## src/rtl/modem_pkg.sv

```systemverilog
package modem_pkg;
  localparam int NUM_CH = 2;
  localparam int DATA_W = 8;
  localparam logic [2:0] REG_MCR = 3'h4;
  localparam logic [2:0] REG_MSR = 3'h6;
  localparam int MSR_DCD_BIT = 7;
  localparam int MSR_DSR_BIT = 5;
  localparam int MSR_DDCD_BIT = 3;
  localparam int MSR_DDSR_BIT = 1;
  localparam int MCR_DTR_BIT = 0;
  localparam int MCR_LOOP_BIT = 4;
  localparam logic [7:0] MCR_RESET = 8'h00;
  localparam logic [1:0] PIN_RESET = 2'h3;

  typedef struct packed {
    logic [2:0] addr;
    logic [DATA_W-1:0] wdata;
    logic cs_b;
    logic rd_b;
    logic wr_b;
  } cpu_req_s;

  typedef struct packed {
    logic dcd_b;
    logic dsr_b;
  } modem_pins_s;
endpackage

```

## src/rtl/modem_channel.sv

```systemverilog
`timescale 1ns/1ps
module modem_channel
  import modem_pkg::*;
(
  input wire logic clock_i,
  input wire logic rst_b_i,
  input wire logic ce_i,
  input wire modem_pins_s pins_i,
  input wire logic [2:0] addr_i,
  input wire logic [DATA_W-1:0] wdata_i,
  input wire logic rd_i,
  input wire logic wr_i,
  input wire logic msi_en_i,
  output logic [DATA_W-1:0] msr_o,
  output logic irq_o,
  output logic dtr_b_o
);
  logic [1:0] sync1, sync2, last;
  logic dcd_chg, dsr_chg;
  logic [DATA_W-1:0] modem_control_reg;
  logic [1:0] next_sync1, next_sync2, next_last;
  logic next_dcd_chg, next_dsr_chg;
  logic [DATA_W-1:0] next_mcr;
  logic rd_msr;
  logic [1:0] edge_seen;

  always_comb begin
    rd_msr = rd_i && (addr_i == REG_MSR);
    next_sync1 = {pins_i.dcd_b, pins_i.dsr_b};
    next_sync2 = sync1;
    next_last = sync2;
    edge_seen = sync2 ^ last;
    // Set beats the read clear so an edge during the read is not lost
    next_dcd_chg = edge_seen[1] | (dcd_chg & ~rd_msr);
    next_dsr_chg = edge_seen[0] | (dsr_chg & ~rd_msr);
    next_mcr = modem_control_reg;
    if (wr_i && addr_i == REG_MCR) begin
      next_mcr = wdata_i;
    end
  end

  always_ff @(posedge clock_i or negedge rst_b_i) begin
    if (!rst_b_i) begin
      sync1 <= PIN_RESET;
      sync2 <= PIN_RESET;
      last <= PIN_RESET;
      dcd_chg <= 1'b0;
      dsr_chg <= 1'b0;
      modem_control_reg <= MCR_RESET;
    end else if (ce_i) begin
      sync1 <= next_sync1;
      sync2 <= next_sync2;
      last <= next_last;
      dcd_chg <= next_dcd_chg;
      dsr_chg <= next_dsr_chg;
      modem_control_reg <= next_mcr;
    end
  end

  always_comb begin
    msr_o = '0;
    msr_o[MSR_DCD_BIT] = ~last[1];
    msr_o[MSR_DSR_BIT] = ~last[0];
    msr_o[MSR_DDCD_BIT] = dcd_chg;
    msr_o[MSR_DDSR_BIT] = dsr_chg;
  end

  assign irq_o = msi_en_i & (dcd_chg | dsr_chg);
  // Loopback forces the pin inactive; reset clears the control bit
  assign dtr_b_o = ~(modem_control_reg[MCR_DTR_BIT] & ~modem_control_reg[MCR_LOOP_BIT]);

  AST_DCD_FLAG: assert property (@(posedge clock_i) disable iff (!rst_b_i)
    ce_i && edge_seen[1] |=> dcd_chg) else $error("carrier change not flagged");
  AST_DSR_FLAG: assert property (@(posedge clock_i) disable iff (!rst_b_i)
    ce_i && edge_seen[0] |=> dsr_chg) else $error("dsr change not flagged");
  AST_READ_CLR: assert property (@(posedge clock_i) disable iff (!rst_b_i)
    ce_i && rd_msr && edge_seen == 2'h0 |=> !dcd_chg && !dsr_chg)
    else $error("read did not clear flags");
  AST_DCD_IRQ: assert property (@(posedge clock_i) disable iff (!rst_b_i)
    ce_i && msi_en_i && edge_seen[1] ##1 msi_en_i |-> irq_o) else $error("no carrier irq");
  AST_DSR_IRQ: assert property (@(posedge clock_i) disable iff (!rst_b_i)
    ce_i && edge_seen[0] ##1 msi_en_i |-> irq_o) else $error("no dsr irq");
  AST_IRQ_CAUSE: assert property (@(posedge clock_i) disable iff (!rst_b_i)
    irq_o |-> msi_en_i && (msr_o[MSR_DDCD_BIT] || msr_o[MSR_DDSR_BIT])) else $error("spurious irq");
  AST_DCD_LEVEL: assert property (@(posedge clock_i) disable iff (!rst_b_i)
    ce_i |=> msr_o[MSR_DCD_BIT] == !$past(sync2[1])) else $error("carrier level wrong");
  AST_DSR_LEVEL: assert property (@(posedge clock_i) disable iff (!rst_b_i)
    ce_i |=> msr_o[MSR_DSR_BIT] == !$past(sync2[0])) else $error("dsr level wrong");
  AST_DTR_ON: assert property (@(posedge clock_i) disable iff (!rst_b_i)
    ce_i && wr_i && addr_i == REG_MCR && wdata_i[MCR_DTR_BIT] && !wdata_i[MCR_LOOP_BIT] |=> !dtr_b_o)
    else $error("dtr not driven active");
  AST_DTR_OFF: assert property (@(posedge clock_i) disable iff (!rst_b_i)
    modem_control_reg[MCR_LOOP_BIT] || !modem_control_reg[MCR_DTR_BIT] |-> dtr_b_o) else $error("dtr active when it must not be");
endmodule // modem_channel

```

## src/rtl/modem_handshake.sv

```systemverilog
`timescale 1ns/1ps
module modem_handshake
  import modem_pkg::*;
(
  input wire logic clock_i,
  input wire logic rst_b_i,
  input wire logic ce_i,
  input wire cpu_req_s [NUM_CH-1:0] cpu_req_i,
  input wire logic [DATA_W-1:0] cpu_data_bus_i,
  input wire modem_pins_s [NUM_CH-1:0] pins_i,
  input wire logic [NUM_CH-1:0] msi_en_i,
  output logic [DATA_W-1:0] cpu_data_bus_o,
  output logic cpu_data_bus_oe_o,
  output logic channel0_irq_o,
  output logic channel1_irq_o,
  output logic [NUM_CH-1:0] dtr_b_o
);
  logic [NUM_CH-1:0] rd, wr;
  logic [DATA_W-1:0] modem_status_reg [NUM_CH];
  logic [NUM_CH-1:0] irq;
  logic [DATA_W-1:0] rdata, next_rdata;
  logic rd_any;

  // CPU strobes are treated as synchronous to clock_i
  genvar g;
  generate
    for (g = 0; g < NUM_CH; g++) begin : g_ch
      assign rd[g] = !cpu_req_i[g].cs_b && !cpu_req_i[g].rd_b;
      assign wr[g] = !cpu_req_i[g].cs_b && !cpu_req_i[g].wr_b;
      modem_channel u_ch (
        .clock_i(clock_i),
        .rst_b_i(rst_b_i),
        .ce_i(ce_i),
        .pins_i(pins_i[g]),
        .addr_i(cpu_req_i[g].addr),
        .wdata_i(cpu_data_bus_i),
        .rd_i(rd[g]),
        .wr_i(wr[g]),
        .msi_en_i(msi_en_i[g]),
        .msr_o(modem_status_reg[g]),
        .irq_o(irq[g]),
        .dtr_b_o(dtr_b_o[g])
      );
    end
  endgenerate

  always_comb begin
    next_rdata = rdata;
    if (rd[0] && cpu_req_i[0].addr == REG_MSR) begin
      next_rdata = modem_status_reg[0];
    end else if (rd[1] && cpu_req_i[1].addr == REG_MSR) begin
      next_rdata = modem_status_reg[1];
    end
  end

  always_ff @(posedge clock_i or negedge rst_b_i) begin
    if (!rst_b_i) begin
      rdata <= '0;
    end else if (ce_i) begin
      rdata <= next_rdata;
    end
  end

  assign rd_any = |rd;
  assign cpu_data_bus_o = rdata;
  assign cpu_data_bus_oe_o = rd_any;
  assign channel0_irq_o = irq[0];
  assign channel1_irq_o = irq[1];

  // Bus enable must follow the read strobes of both channels, not just one
  AST_BUS_OE: assert property (@(posedge clock_i) disable iff (!rst_b_i)
    cpu_data_bus_oe_o == (!cpu_req_i[0].cs_b && !cpu_req_i[0].rd_b || !cpu_req_i[1].cs_b && !cpu_req_i[1].rd_b))
    else $error("bus enable does not follow read strobe");
  AST_RD0_DATA: assert property (@(posedge clock_i) disable iff (!rst_b_i)
    ce_i && rd[0] && cpu_req_i[0].addr == REG_MSR |=> cpu_data_bus_o == $past(modem_status_reg[0]))
    else $error("channel 0 status not returned");
  AST_RD1_DATA: assert property (@(posedge clock_i) disable iff (!rst_b_i)
    ce_i && rd[1] && !rd[0] && cpu_req_i[1].addr == REG_MSR |=> cpu_data_bus_o == $past(modem_status_reg[1]))
    else $error("channel 1 status not returned");
  AST_RD_HOLD: assert property (@(posedge clock_i) disable iff (!rst_b_i)
    !(rd[0] && cpu_req_i[0].addr == REG_MSR) && !(rd[1] && cpu_req_i[1].addr == REG_MSR)
    |=> cpu_data_bus_o == $past(cpu_data_bus_o)) else $error("read data changed without status read");
  AST_IRQ0_MAP: assert property (@(posedge clock_i) disable iff (!rst_b_i)
    channel0_irq_o == (msi_en_i[0] && (modem_status_reg[0][MSR_DDCD_BIT] || modem_status_reg[0][MSR_DDSR_BIT])))
    else $error("channel 0 interrupt wrong");
  AST_IRQ1_MAP: assert property (@(posedge clock_i) disable iff (!rst_b_i)
    channel1_irq_o == (msi_en_i[1] && (modem_status_reg[1][MSR_DDCD_BIT] || modem_status_reg[1][MSR_DDSR_BIT])))
    else $error("channel 1 interrupt wrong");
endmodule // modem_handshake

```

## config.mk

```make
export PLATFORM = sky130hd
export DESIGN_NAME = modem_handshake
export DESIGN_NICKNAME = d
export VERILOG_FILES = /design/src/rtl/modem_pkg.sv /design/src/rtl/modem_channel.sv /design/src/rtl/modem_handshake.sv
export SDC_FILE = /design/constraint.sdc
export NUM_CORES = 1
export LEC_CHECK = 0
export BUFFER_PORTS_ARGS = -buffer_cell sky130_fd_sc_hd__clkbuf_2
export CAP_MARGIN = 10
export CORE_MARGIN = 3
export CORE_UTILIZATION = 44
export CTS_CLUSTER_SIZE = 40
export DETAILED_ROUTE_END_ITERATION = 6
export PLACE_DENSITY = 0.89
export SETUP_SLACK_MARGIN = 0.3
export SYNTH_ARGS = -nofsm -noshare
export SYNTH_HDL_FRONTEND = slang
export SYNTH_SLANG_ARGS = --single-unit
```

## constraint.sdc

```tcl
create_clock -name clock_i -period 1.2 [get_ports clock_i]
set_input_delay 0.24 -clock clock_i [delete_from_list [all_inputs] [get_ports clock_i]]
set_output_delay 0.24 -clock clock_i [all_outputs]
set_load 0.02 [all_outputs]
```

**Word-level counts from Yosys, hierarchy flattened**

Cells that the tools add are included.
Widths: inputs -> output; s select.

- Flip-flop bits (word level): 34
- Input bits: 45
- Word-level logic and storage cells: 64

- Equal/unequal tests: 4
- Multiplexer cells: 2
- Bitwise gates (word level): 26
- Reductions and logical operators: 19

Operators with widths:

| cell | count |
|---|---|
| $mux 8 | 2 |
| $eq 3x3->1 const B | 4 |
| $not 1->1 | 10 |
| $and 1x1->1 | 8 |
| $logic_and 1x1->1 | 8 |
| $logic_not 1->1 | 6 |
| $or 1x1->1 | 6 |
| $reduce_and 2->1 | 3 |
| $xor 2x2->2 | 2 |
| $reduce_bool 2->1 | 1 |
| $reduce_or 2->1 | 1 |

**Depth between registers and ports, before layout**

Gate-level depths: netlist (run 1).

- Depth after elaboration: 6
- Gate-level depth with buffers: 4
- Mapped depth without buffers: 4

**Modules after synthesis**

Synthesis (run 1) repeated with hierarchy kept, for this count alone.

- Cells, all modules: 132
- Area, all modules: 1,423.9 um2

Modules (own cells, without submodules):

| module | instances | cells an instance | area each (um2) | seq. area each (um2) |
|---|---|---|---|---|
| modem_channel | 2 | 40 | 481.7 | 257.7 |
| modem_handshake | 1 | 52 | 460.4 | 200.2 |

**Worst setup path after synthesis (run 1)**

No wires, ideal clock.

- Kind: input-to-reg
- From: in cpu_req_i[16] (netlist name)
- To: reg rdata[5] (netlist: cpu_data_bus_o[5])
- Arrival: 1,079 ps
- Data required time: 1,075 ps
- Path slack: -4 ps
- Stages on the path: 4
- Path buffers: 0
- Cells stage by stage: nor3b_1 nand4b_1 nand2_1 mux2_2

- Longest elaborated chain between the ends: 5

RTL lines:

| element | RTL line | source |
|---|---|---|
| from (decl) | modem_handshake.sv:8 | `input wire cpu_req_s [NUM_CH-1:0] cpu_req_i,` |
| $logic_not 1->1 | modem_handshake.sv:28 | `assign rd[g] = !cpu_req_i[g].cs_b && !cpu_req_i[g].rd_b;` |
| $logic_and 1x1->1 | modem_handshake.sv:28 |  |
| $logic_and 1x1->1 | modem_handshake.sv:51 | `end else if (rd[1] && cpu_req_i[1].addr == REG_MSR) begin` |
| $reduce_bool 2->1 (no line) | -- |  |
| $reduce_and 2->1 (no line) | -- |  |
| to (signal assigned) | modem_handshake.sv:60 | `rdata <= next_rdata;` |
| to (decl) | modem_handshake.sv:21 | `logic [DATA_W-1:0] rdata, next_rdata;` |

Every way passes these cells.
A chain may end at the register's enable or synchronous reset.

**Worst setup path after layout (run 1)**

- From: reg g_ch[1].u_ch.dcd_chg
- To: out channel1_irq_o

- Longest elaborated chain between the ends: 2

RTL lines:

| element | RTL line | source |
|---|---|---|
| from (decl) | modem_channel.sv:19 | `logic dcd_chg, dsr_chg;` |
| from (signal assigned) | modem_channel.sv:54 | `dcd_chg <= next_dcd_chg;` |
| $or 1x1->1 | modem_channel.sv:68 | `assign irq_o = msi_en_i & (dcd_chg \| dsr_chg);` |
| $and 1x1->1 | modem_channel.sv:68 |  |
| to (decl) | modem_handshake.sv:15 | `output logic channel1_irq_o,` |

Every way passes these cells.

==> reports/summary.txt, run 1 <==
FF+latch count, synth = 24
I/O pin total = 58
root buffer cell = clkbuf_4
CTS H-tree lvls = 1
CP arrival = 1060 ps
critical path launch point type = flop
status = complete, but fails checks
Worst Setup End Kind = primary output
DR pass1 iterations = 5
first-pass GRT wire length = 4140 um
Synth Warn # = 0
Cell Rows = 17
worst hold slack = 161 ps
Synth-to-Final Area Change = 49.4%
worst-skew pair later-pin latency = 300 ps
WL/cell = 15.9 um
die area = 0.00322 mm2
syn avg cell area = 14.0 um2
kind of critical path = flop to primary output
Max Freq = 767 MHz
via count = 830
CP max FO = 2
Leak = 0.000775 uW
post-layout util = 73.1%
fin nets = 178
PortBufs = 31
Highest Signal Layer = met4
largest net degree at the start of global routing = 25
Period minus WS final = 1300 ps
Slew headroom = 61.5%
Final Wtd Congestion = 0.845
Initial Util = 48.9%
initial DRC count = 11
Die Y-Extent = 56.8 um
Power Total = 2290 uW
share of layout cells above drive strength 1 = 75.0%
met3 routed WL = 178 um
Num CTS Buffers = 3
RSZ-0062 raised after global routing = yes
vias per cell = 5.19
post-synthesis cell area = 0.00113 mm2
failing checks = setup timing
reg2reg setup slack = -50 ps
initial antenna violation count = 0
DPL Wire Length = 1660 um
Core ar. = 0.00232 mm2
fraction of the yosys area taken by sequential cells = 54.3%
Final Max Slew Viols = 0
TritonCTS clock tree = yes
synthesized instance count = 81
Final setup violation count = 4
# fillers = 160
measured slew at the worst slew-check pin = 577 ps
wl on met1 = 921 um
die width = 56.8 um
Final TNS setup = -247 ps
Routed Antenna Nets = 0
diode count = 0
required time worst endpoint = 960 ps
vias in the first global route = 899
WL final = 2550 um
Peak VDD IR = 1030 uV
Max clock buf depth = 2
Congestion Overflow GR = 0
Tot GR Track Use = 16.5%
clock slew at reported path FFs = 120 ps
clock sinks = 24
Placement Cell Area = 0.00136 mm2
Hold Fails Final Rpt = 0
type of the most critical hold path = primary input to flop
Tcrit/Tclk final = 109%
drt drc = 0
Fin Clk Skew = 2.45 ps
max_cap viols = 0
fin area = 0.00169 mm2
PnR worst setup slack = -104 ps
PD cells = 1350 mW/mm2
met2 WL = 1420 um
synth unique cells = 23
## timing repair
action	4_1_cts	5_1_grt
hold buffers	1	0
hold endpoints to repair	12	0
pin swaps	8	7
endpoints found under the setup margin	19	21
setup buffers	10	3
gates resized for setup	32	9
## cells by family after synthesis
group                  share of synthesized area, %
other                                         0.331
flip-flops                                     54.3
multiplexers                                   24.3
AND/OR/NAND/NOR                                8.17
buffers and inverters                          4.86
AO/OA/AOI/OAI                                  4.97
XOR/XNOR                                       3.09
## metal layers
layer	up-vias	track usage, %
met3	2	3.68
met4	0	3.97
met1	413	19.0
li1	380	-
met2	35	30.7
met5	-	0
## worst paths after layout
check / to / start / cells past startpoint
max: channel1_irq_o / g_ch[1].u_ch.dcd_chg$_DFFE_PN0P_ / 2
min in group asynchronous: cpu_data_bus_o[7]$_DFFE_PN0P_ / rst_b_i / 2
max in group asynchronous: g_ch[1].u_ch.next_last[0]$_DFFE_PN1P_ / rst_b_i / 2
min: g_ch[1].u_ch.next_sync2[1]$_DFFE_PN1P_ / pins_i[3] / 2
min reg2reg: g_ch[0].u_ch.modem_control_reg[4]$_DFFE_PN0P_ / g_ch[0].u_ch.modem_control_reg[4]$_DFFE_PN0P_ / 1
max reg2reg: cpu_data_bus_o[3]$_DFFE_PN0P_ / g_ch[0].u_ch.dcd_chg$_DFFE_PN0P_ / 4
## layout make-up
class / count / area (um2) / share of cell area (%)
sequential: 24 / 616 / 36.3
timing repair buffer: 52 / 443 / 26.1
multi-input combinational: 52 / 564 / 33.3
tap: 28 / 35.0 / 2.07
clock buffer: 4 / 36.3 / 2.14
## where the power goes
group	internal [uW]	switching (uW)	total [uW]
Sequential	997	109	1110
Clock	185	223	408
Combinational	486	292	779
## metrics by stage
step | worst slack (ps) | cells
finish | -104 | 160
global route | -146 | 160
CTS | -109 | 157
detailed placement | -159 | 142
global placement | -91.9 | 142
floorplan | 33.0 | 84
## worst max-delay path, stage by stage (launching register included)
cell and delay (ps):
dfrtp_1 410, o21a_1 200, clkbuf_8 150
## cell usage in the layout, fill, tap and decap left out, types with 2 or more instances in the layout
| master | netlist | routed |
|---|---|---|
| clkbuf_2 | 0 | 19 |
| buf_4 | 6 | 16 |
| mux2_2 | 18 | 15 |
| dfrtp_1 | 12 | 12 |
| dfstp_2 | 12 | 12 |
| mux2_4 | 2 | 7 |
| clkbuf_8 | 0 | 7 |
| buf_8 | 0 | 6 |
| xor2_1 | 4 | 4 |
| a22o_1 | 4 | 4 |
| conb_1 | 1 | 4 |
| buf_6 | 0 | 4 |
| clkbuf_4 | 0 | 3 |
| o21a_1 | 2 | 2 |
| nand2b_4 | 0 | 2 |
| nand4b_1 | 2 | 2 |
| mux2i_1 | 2 | 2 |
## Yosys cell counts
| cell type | n | share of area (%) |
|---|---|---|
| mux2_2 | 18 | 18 |
| dfrtp_1 | 12 | 26 |
| dfstp_2 | 12 | 28 |
| buf_4 | 6 | 4.0 |
| a22o_1 | 4 | 3.1 |
| xor2_1 | 4 | 3.1 |
| buf_2 | 2 | 0.88 |
| mux2_1 | 2 | 2.0 |
| mux2_4 | 2 | 2.6 |
| mux2i_1 | 2 | 1.8 |
| nand2b_1 | 2 | 1.1 |
| nand4b_1 | 2 | 1.5 |
| nor3_1 | 2 | 0.88 |
| o21a_1 | 2 | 1.3 |
| conb_1 | 1 | 0.33 |
| nand2_1 | 1 | 0.33 |
| nand3_1 | 1 | 0.44 |
| nand3_2 | 1 | 0.88 |
| nand4_1 | 1 | 0.55 |
| nor2_2 | 1 | 0.55 |
| nor2b_4 | 1 | 1.2 |
| nor3b_1 | 1 | 0.66 |
| o22ai_1 | 1 | 0.55 |
(Power assumes the default switching activity.)
==> run 2: changes to the inputs <==
--- a/config.mk
+++ b/config.mk
@@ -8,10 +8,11 @@
 export BUFFER_PORTS_ARGS = -buffer_cell sky130_fd_sc_hd__clkbuf_2
 export CAP_MARGIN = 10
 export CORE_MARGIN = 3
-export CORE_UTILIZATION = 44
+export CORE_UTILIZATION = 46
+export CTS_BUF_LIST = sky130_fd_sc_hd__clkbuf_2 sky130_fd_sc_hd__clkbuf_4 sky130_fd_sc_hd__clkbuf_8
 export CTS_CLUSTER_SIZE = 40
 export DETAILED_ROUTE_END_ITERATION = 6
-export PLACE_DENSITY = 0.89
+export PLACE_DENSITY = 0.92
 export SETUP_SLACK_MARGIN = 0.3
 export SYNTH_ARGS = -nofsm -noshare
 export SYNTH_HDL_FRONTEND = slang
==> run 2 against run 1 <==
  * The flow still finishes with violations (setup timing)
  * Combinational power fell by 5.5%
  * Via count fell by 1.6%
  * Setup slack got worse by 16 ps
  * Sequential share of layout area up 0.46 points
  * Largest cell class unchanged
  * Final cell count shrank 2.5%
  * Critical path depth did not move
  * First-iteration DRC count shrank 18%
  * Sequential cell count unchanged
  * Largest power group unchanged
  * Clock power up 3%
==> reports/summary.txt, run 2 (synthesis gave the netlist of run 1 again) <==
critical path launch point type = flop
kind of critical path = flop to primary output
Peak VDD IR = 914 uV (-12%)
RSZ-0062 raised after global routing = yes
required time worst endpoint = 960 ps (about the same)
Initial Util = 49.8% (+0.91 points)
Max clock buf depth = 2 (unchanged)
Tcrit/Tclk final = 110% (+1.4 points)
CP cell instances = o21a_1 > clkbuf_8
worst-skew pair later-pin latency = 310 ps (about the same)
diode count = 0 (unchanged)
Seq pwr share = 49.0% (+0.7 points)
commonest non-fill, non-tap cell in the layout = clkbuf_2
Final Wtd Congestion = 0.886 (+4.8%)
CP max FO = 2 (unchanged)
clock slew at reported path FFs = 130 ps (about the same)
root buffer cell = clkbuf_4
Leak = 0.000760 uW (-2.0%)
clock power share = 18.6% (+0.8 points)
Congestion Overflow GR = 0 (unchanged)
die area = 0.00310 mm2 (-3.9%)
Num CTS Buffers = 3 (unchanged)
# fillers = 147 (-8.1%)
hold path start = pins_i[3]
Core ar. = 0.00228 mm2 (-1.8%)
Cell Rows = 17 (unchanged)
Reg2Reg Depth = 4 (unchanged)
initial antenna violation count = 0 (unchanged)
Hold Path Depth = 2 (unchanged)
status = complete, but fails checks
Tot GR Track Use = 17.2% (+0.67 points)
share of layout cells above drive strength 1 = 73.4% (-1.6 points)
vias per cell = 5.24 (+0.96%)
Max Freq = 758 MHz (-1.2%)
CP arrival = 1080 ps (+20 ps)
Routed Antenna Nets = 0 (unchanged)
Reg-to-Reg Start = g_ch[1].u_ch.dsr_chg$_DFFE_PN0P_
Final Max Slew Viols = 0 (unchanged)
TritonCTS clock tree = yes
initial DRC count = 9 (-2)
worst hold slack = 144 ps (-17.0 ps)
Hold Fails Final Rpt = 0 (unchanged)
Fin Clk Skew = 6.33 ps (+3.88 ps)
CTS H-tree lvls = 1 (unchanged)
I/O pin total = 58 (unchanged)
P_sw = 625 uW (about the same)
Period minus WS final = 1320 ps (+16.3 ps)
vias in the first global route = 893 (-0.67%)
Die Y-Extent = 55.6 um (-2.0%)
most frequent cells in the layout = clkbuf_2 (18), mux2_2 (15), dfrtp_1 (12), dfstp_2 (12)
sw frac = 27.6% (+0.35 points)
Worst Setup End Kind = primary output
drt drc = 0 (unchanged)
PnR worst setup slack = -120 ps (-16.3 ps)
Hold Path End = g_ch[1].u_ch.next_sync2[1]$_DFFE_PN1P_
measured slew at the worst slew-check pin = 576 ps (-1.46 ps)
max_cap viols = 0 (unchanged)
via count = 817 (-1.6%)
failing checks = setup timing
Slowest-stage cell, CP = dfrtp_1
CP max stage delay = 440 ps (+30 ps)
first-pass GRT wire length = 4150 um (+0.31%)
Slew headroom = 61.6% (+0.097 points)
die width = 55.6 um (-2.0%)
DPL Wire Length = 1620 um (-2.7%)
Power Total = 2260 uW (-1.2%)
Logic pwr share = 32.5% (-1.5 points)
worst r2r dst = cpu_data_bus_o[1]$_DFFE_PN0P_
PD cells = 1350 mW/mm2 (about the same)
reg2reg setup slack = -90 ps (-40 ps)
Post-Place Setup Slack = -141 ps (+17.4 ps)
DR pass1 iterations = 2 (-3)
WL final = 2470 um (-3.2%)
fin nets = 174 (-2.2%)
type of the most critical hold path = primary input to flop
WL/cell = 15.8 um (-0.73%)
Synth-to-Final Area Change = 47.6%
clock sinks = 24 (unchanged)
Final setup violation count = 6 (+2)
largest net degree at the start of global routing = 25 (unchanged)
PortBufs = 31 (unchanged)
Pint = 1640 uW (-1.7%)
[run 2: changes by cell type in the layout (fill, tap and decap cells not counted)]
cell | previous run | this run
buf_4 | 16 | 9
buf_6 | 4 | 9
buf_8 | 6 | 5
clkbuf_2 | 19 | 18
nor3_1 | 0 | 1
nor3_2 | 1 | 0
[run 2: power groups by stage]
| stage | Combinational [uW] | Clock, uW | Sequential, uW |
|---|---|---|---|
| global placement | 477 | 0 | 1100 |
| CTS | 685 | 439 | 1110 |
| floorplan | 307 | 0 | 1140 |
| global route | 785 | 473 | 1130 |
| detailed placement | 499 | 0 | 1110 |
| finish | 736 | 420 | 1110 |
[run 2: how the worst max path moves through the flow]
stage,to,startpoint
after floorplan,cpu_data_bus_o[1]$_DFFE_PN0P_,cpu_req_i[13]
after global placement,cpu_data_bus_o[5]$_DFFE_PN0P_,cpu_req_i[16]
after detailed placement,cpu_data_bus_o[5]$_DFFE_PN0P_,cpu_req_i[16]
after CTS,channel1_irq_o,g_ch[1].u_ch.dsr_chg$_DFFE_PN0P_
after global routing,channel0_irq_o,g_ch[0].u_ch.dcd_chg$_DFFE_PN0P_
final,channel1_irq_o,g_ch[1].u_ch.dsr_chg$_DFFE_PN0P_
[run 2: critical path: cells and delay by family (launching register included)]
family / cells / cell delay, ps
flip-flops: 1 / 440
AO/OA/AOI/OAI: 1 / 190
buffers and inverters: 1 / 150
[run 2: per-layer routing]
layer	up-vias	GRT usage, %	part of all wire (%)
met2	35	31.1	54
met5	-	0	0
met4	0	8.68	3.4
met3	7	4.18	6.2
met1	399	18.4	36
li1	376	-	-
[run 2: what timing repair did]
action,4_1_cts,5_1_grt
pin swaps,8,7
endpoints found under the setup margin,19,19
hold endpoints to repair,12,0
hold buffers,1,0
setup buffers,7,3
resized for setup,31,15
[run 2: area by class of cell]
type | instances | area, um2 | area share, %
clock buffers | 4 | 36.3 | 2.17
repair buffers | 48 | 427 | 25.5
multi-input cells | 52 | 559 | 33.4
flip-flops and latches | 24 | 616 | 36.8
well taps | 28 | 35.0 | 2.09
[run 2: metrics by stage]
| step | utilization, % | setup TNS, ps | cell area (um2) | instances |
|---|---|---|---|---|
| after floorplan | - | 0 | 1190 | 84 |
| after global placement | 59.6 | -284 | 1360 | 141 |
| after detailed placement | 59.6 | -668 | 1360 | 141 |
| after CTS | 70.8 | -314 | 1610 | 153 |
| after global routing | 73.5 | -656 | 1670 | 156 |
| final | 73.5 | -392 | 1670 | 156 |
==> run 3: changes to the inputs <==
--- a/config.mk
+++ b/config.mk
@@ -7,12 +7,14 @@
 export LEC_CHECK = 0
 export BUFFER_PORTS_ARGS = -buffer_cell sky130_fd_sc_hd__clkbuf_2
 export CAP_MARGIN = 10
+export CELL_PAD_IN_SITES_DETAIL_PLACEMENT = 0
+export CELL_PAD_IN_SITES_GLOBAL_PLACEMENT = 1
 export CORE_MARGIN = 3
-export CORE_UTILIZATION = 46
+export CORE_UTILIZATION = 35
 export CTS_BUF_LIST = sky130_fd_sc_hd__clkbuf_2 sky130_fd_sc_hd__clkbuf_4 sky130_fd_sc_hd__clkbuf_8
 export CTS_CLUSTER_SIZE = 40
 export DETAILED_ROUTE_END_ITERATION = 6
-export PLACE_DENSITY = 0.92
+export PLACE_DENSITY = 0.91
 export SETUP_SLACK_MARGIN = 0.3
 export SYNTH_ARGS = -nofsm -noshare
 export SYNTH_HDL_FRONTEND = slang
==> run 3 against run 2 <==
  * The flow still finishes with violations (setup timing)
  * Sequential power hardly changed
  * Maximum frequency is 3.2% higher
  * Clock skew is 1.4 ps lower
  * Combinational power is 6.4% higher
  * Register-to-register slack better by 30 ps
  * First-iteration DRC count is 11% higher
  * Setup slack better by 41 ps
  * Via count is 2.3% lower
  * Die area is 28% higher
  * Core utilization is 19 points lower
  * Global-route usage is 5.6 points lower
  * Largest power group unchanged
==> reports/summary.txt, run 3 (synthesis gave the netlist of run 1 again) <==
diode count = 0 (unchanged)
share of layout cells above drive strength 1 = 75.4% (+1.9 points)
most frequent cells in the layout = clkbuf_2 (18), mux2_2 (15), buf_4 (15)
Hold Path Depth = 2 (unchanged)
Pint = 1610 uW (-1.9%)
kind of critical path = flop to primary output
Leak = 0.000758 uW (-0.29%)
Reg2Reg Depth = 4 (unchanged)
vias in the first global route = 833 (-6.7%)
die area = 0.00396 mm2 (+28%)
initial DRC count = 10 (+1)
root buffer cell = clkbuf_4
Peak VDD IR = 398 uV (-56%)
via count = 798 (-2.3%)
PD cells = 1310 mW/mm2 (-2.9%)
fin cells = 174 (+12%)
Final TNS setup = -222 ps (+169 ps)
DR pass1 iterations = 3 (+1)
Seq pwr share = 49.8% (+0.8 points)
measured slew at the worst slew-check pin = 513 ps (-62.2 ps)
Cell Rows = 20 (+3)
worst-skew pair later-pin latency = 300 ps (about the same)
# fillers = 257 (+75%)
Slowest-stage cell, CP = dfrtp_1
type of the most critical hold path = primary input to flop
Final setup violation count = 5 (-1)
TritonCTS clock tree = yes
fin area = 0.00168 mm2 (+0.67%)
clock power share = 14.8% (-3.8 points)
initial antenna violation count = 0 (unchanged)
CP max FO = 2 (unchanged)
Core ar. = 0.00308 mm2 (+35%)
CTS H-tree lvls = 1 (unchanged)
failing checks = setup timing
Final Wtd Congestion = 0.786 (-11%)
CP cell instances = o21a_1 > buf_6
Max clock buf depth = 2 (unchanged)
Congestion Overflow GR = 0 (unchanged)
dpl cells = 158 (+12%)
commonest non-fill, non-tap cell in the layout = clkbuf_2
RSZ-0062 raised after global routing = yes
Post-Place Setup Slack = -131 ps (+10.9 ps)
Synth-to-Final Area Change = 48.6%
sw frac = 27.3% (-0.30 points)
Die Y-Extent = 62.9 um (+13%)
vias per cell = 4.59 (-12%)
required time worst endpoint = 960 ps (about the same)
I/O pin total = 58 (unchanged)
status = complete, but fails checks
Logic pwr share = 35.4% (+2.9 points)
die width = 62.9 um (+13%)
PnR worst setup slack = -79.1 ps (+40.9 ps)
Max Freq = 782 MHz (+3.2%)
max_cap viols = 0 (unchanged)
CP arrival = 1040 ps (-40 ps)
Tcrit/Tclk final = 107% (-3.4 points)
largest net degree at the start of global routing = 25 (unchanged)
DPL Wire Length = 1570 um (-3.2%)
Placement Cell Area = 0.00138 mm2 (+2.0%)
clock slew at reported path FFs = 120 ps (about the same)
Num CTS Buffers = 3 (unchanged)
CP max stage delay = 400 ps (-40 ps)
Worst Setup End Kind = primary output
WL final = 2410 um (-2.5%)
Slew headroom = 65.8% (+4.1 points)
Final Max Slew Viols = 0 (unchanged)
fin nets = 177 (+1.7%)
Initial Util = 36.8% (-13 points)
clock sinks = 24 (unchanged)
first-pass GRT wire length = 3640 um (-12%)
Tot GR Track Use = 11.6% (-5.6 points)
Fin Clk Skew = 4.96 ps (-1.37 ps)
Period minus WS final = 1280 ps (-40.9 ps)
drt drc = 0 (unchanged)
PortBufs = 31 (unchanged)
Hold Fails Final Rpt = 0 (unchanged)
Routed Antenna Nets = 0 (unchanged)
WL/cell = 13.8 um (-13%)
critical path launch point type = flop
P_sw = 604 uW (-3.4%)
[run 3: cell count changes in the layout (fill, tap and decap cells not counted)]
cell	delta
nor3_2	+1
buf_4	+6
nor3b_4	-1
buf_8	-1
xor2_2	+1
clkbuf_8	-2
buf_6	-2
nor3_1	-1
buf_2	+1
xor2_1	-1
nor3b_2	+1
[run 3: final timing paths]
| kind | start | to | slack, ps |
|---|---|---|---|
| min in group asynchronous | rst_b_i | g_ch[0].u_ch.modem_control_reg[4]$_DFFE_PN0P_ | 430 |
| max in group asynchronous | rst_b_i | g_ch[1].u_ch.last[1]$_DFFE_PN1P_ | 400 |
| hold reg to reg | g_ch[0].u_ch.modem_control_reg[4]$_DFFE_PN0P_ | g_ch[0].u_ch.modem_control_reg[4]$_DFFE_PN0P_ | 530 |
| setup / recovery | g_ch[0].u_ch.dsr_chg$_DFFE_PN0P_ | channel0_irq_o | -80 |
| hold / removal | pins_i[0] | g_ch[0].u_ch.next_sync2[0]$_DFFE_PN1P_ | 160 |
| setup reg to reg | g_ch[1].u_ch.dcd_chg$_DFFE_PN0P_ | cpu_data_bus_o[3]$_DFFE_PN0P_ | -60 |
[run 3: power groups by stage]
stage / Sequential (uW) / Clock (uW) / Combinational [uW]
after floorplan: 1140 / 0 / 307
after CTS: 1100 / 355 / 714
final: 1100 / 328 / 783
after global routing: 1120 / 378 / 832
after detailed placement: 1110 / 0 / 498
after global placement: 1100 / 0 / 483
[run 3: per-stage QoR]
step | hold slack (ps) | utilization [%] | power, uW
after floorplan | -55.6 | - | 1450
after global placement | 246 | 45.0 | 1580
after detailed placement | 260 | 45.0 | 1610
after CTS | 151 | 52.4 | 2170
after global routing | 159 | 54.7 | 2330
final | 163 | 54.7 | 2210
[run 3: cell type report]
| class | count | area, um2 | share of cell area, % |
|---|---|---|---|
| tap | 44 | 55.1 | 3.27 |
| clock buffer | 3 | 22.5 | 1.34 |
| sequential | 24 | 616 | 36.6 |
| timing repair buffer | 51 | 425 | 25.3 |
| multi-input combinational | 52 | 566 | 33.6 |
[run 3: metal layers]
metal / track usage, % / routed length [um] / part of all wire, %
met1: 11.9 / 938 / 39
met2: 20.8 / 1280 / 53
met3: 3.06 / 137 / 5.7
met4: 6.61 / 45 / 1.9
met5: 0 / 0 / 0
[run 3: critical path, delay by kind of cell (launching register included)]
family,cells,cell delay (ps)
compound gates,1,210
flops,1,400
buf+inv,1,130
[run 3: what timing repair did]
item / 4_1_cts / 5_1_grt
setup buffers: 9 / 3
hold endpoints to repair: 12 / 0
hold buffers: 1 / 0
pin swaps: 3 / 5
gates resized for setup: 25 / 17
endpoints found under the setup margin: 19 / 33
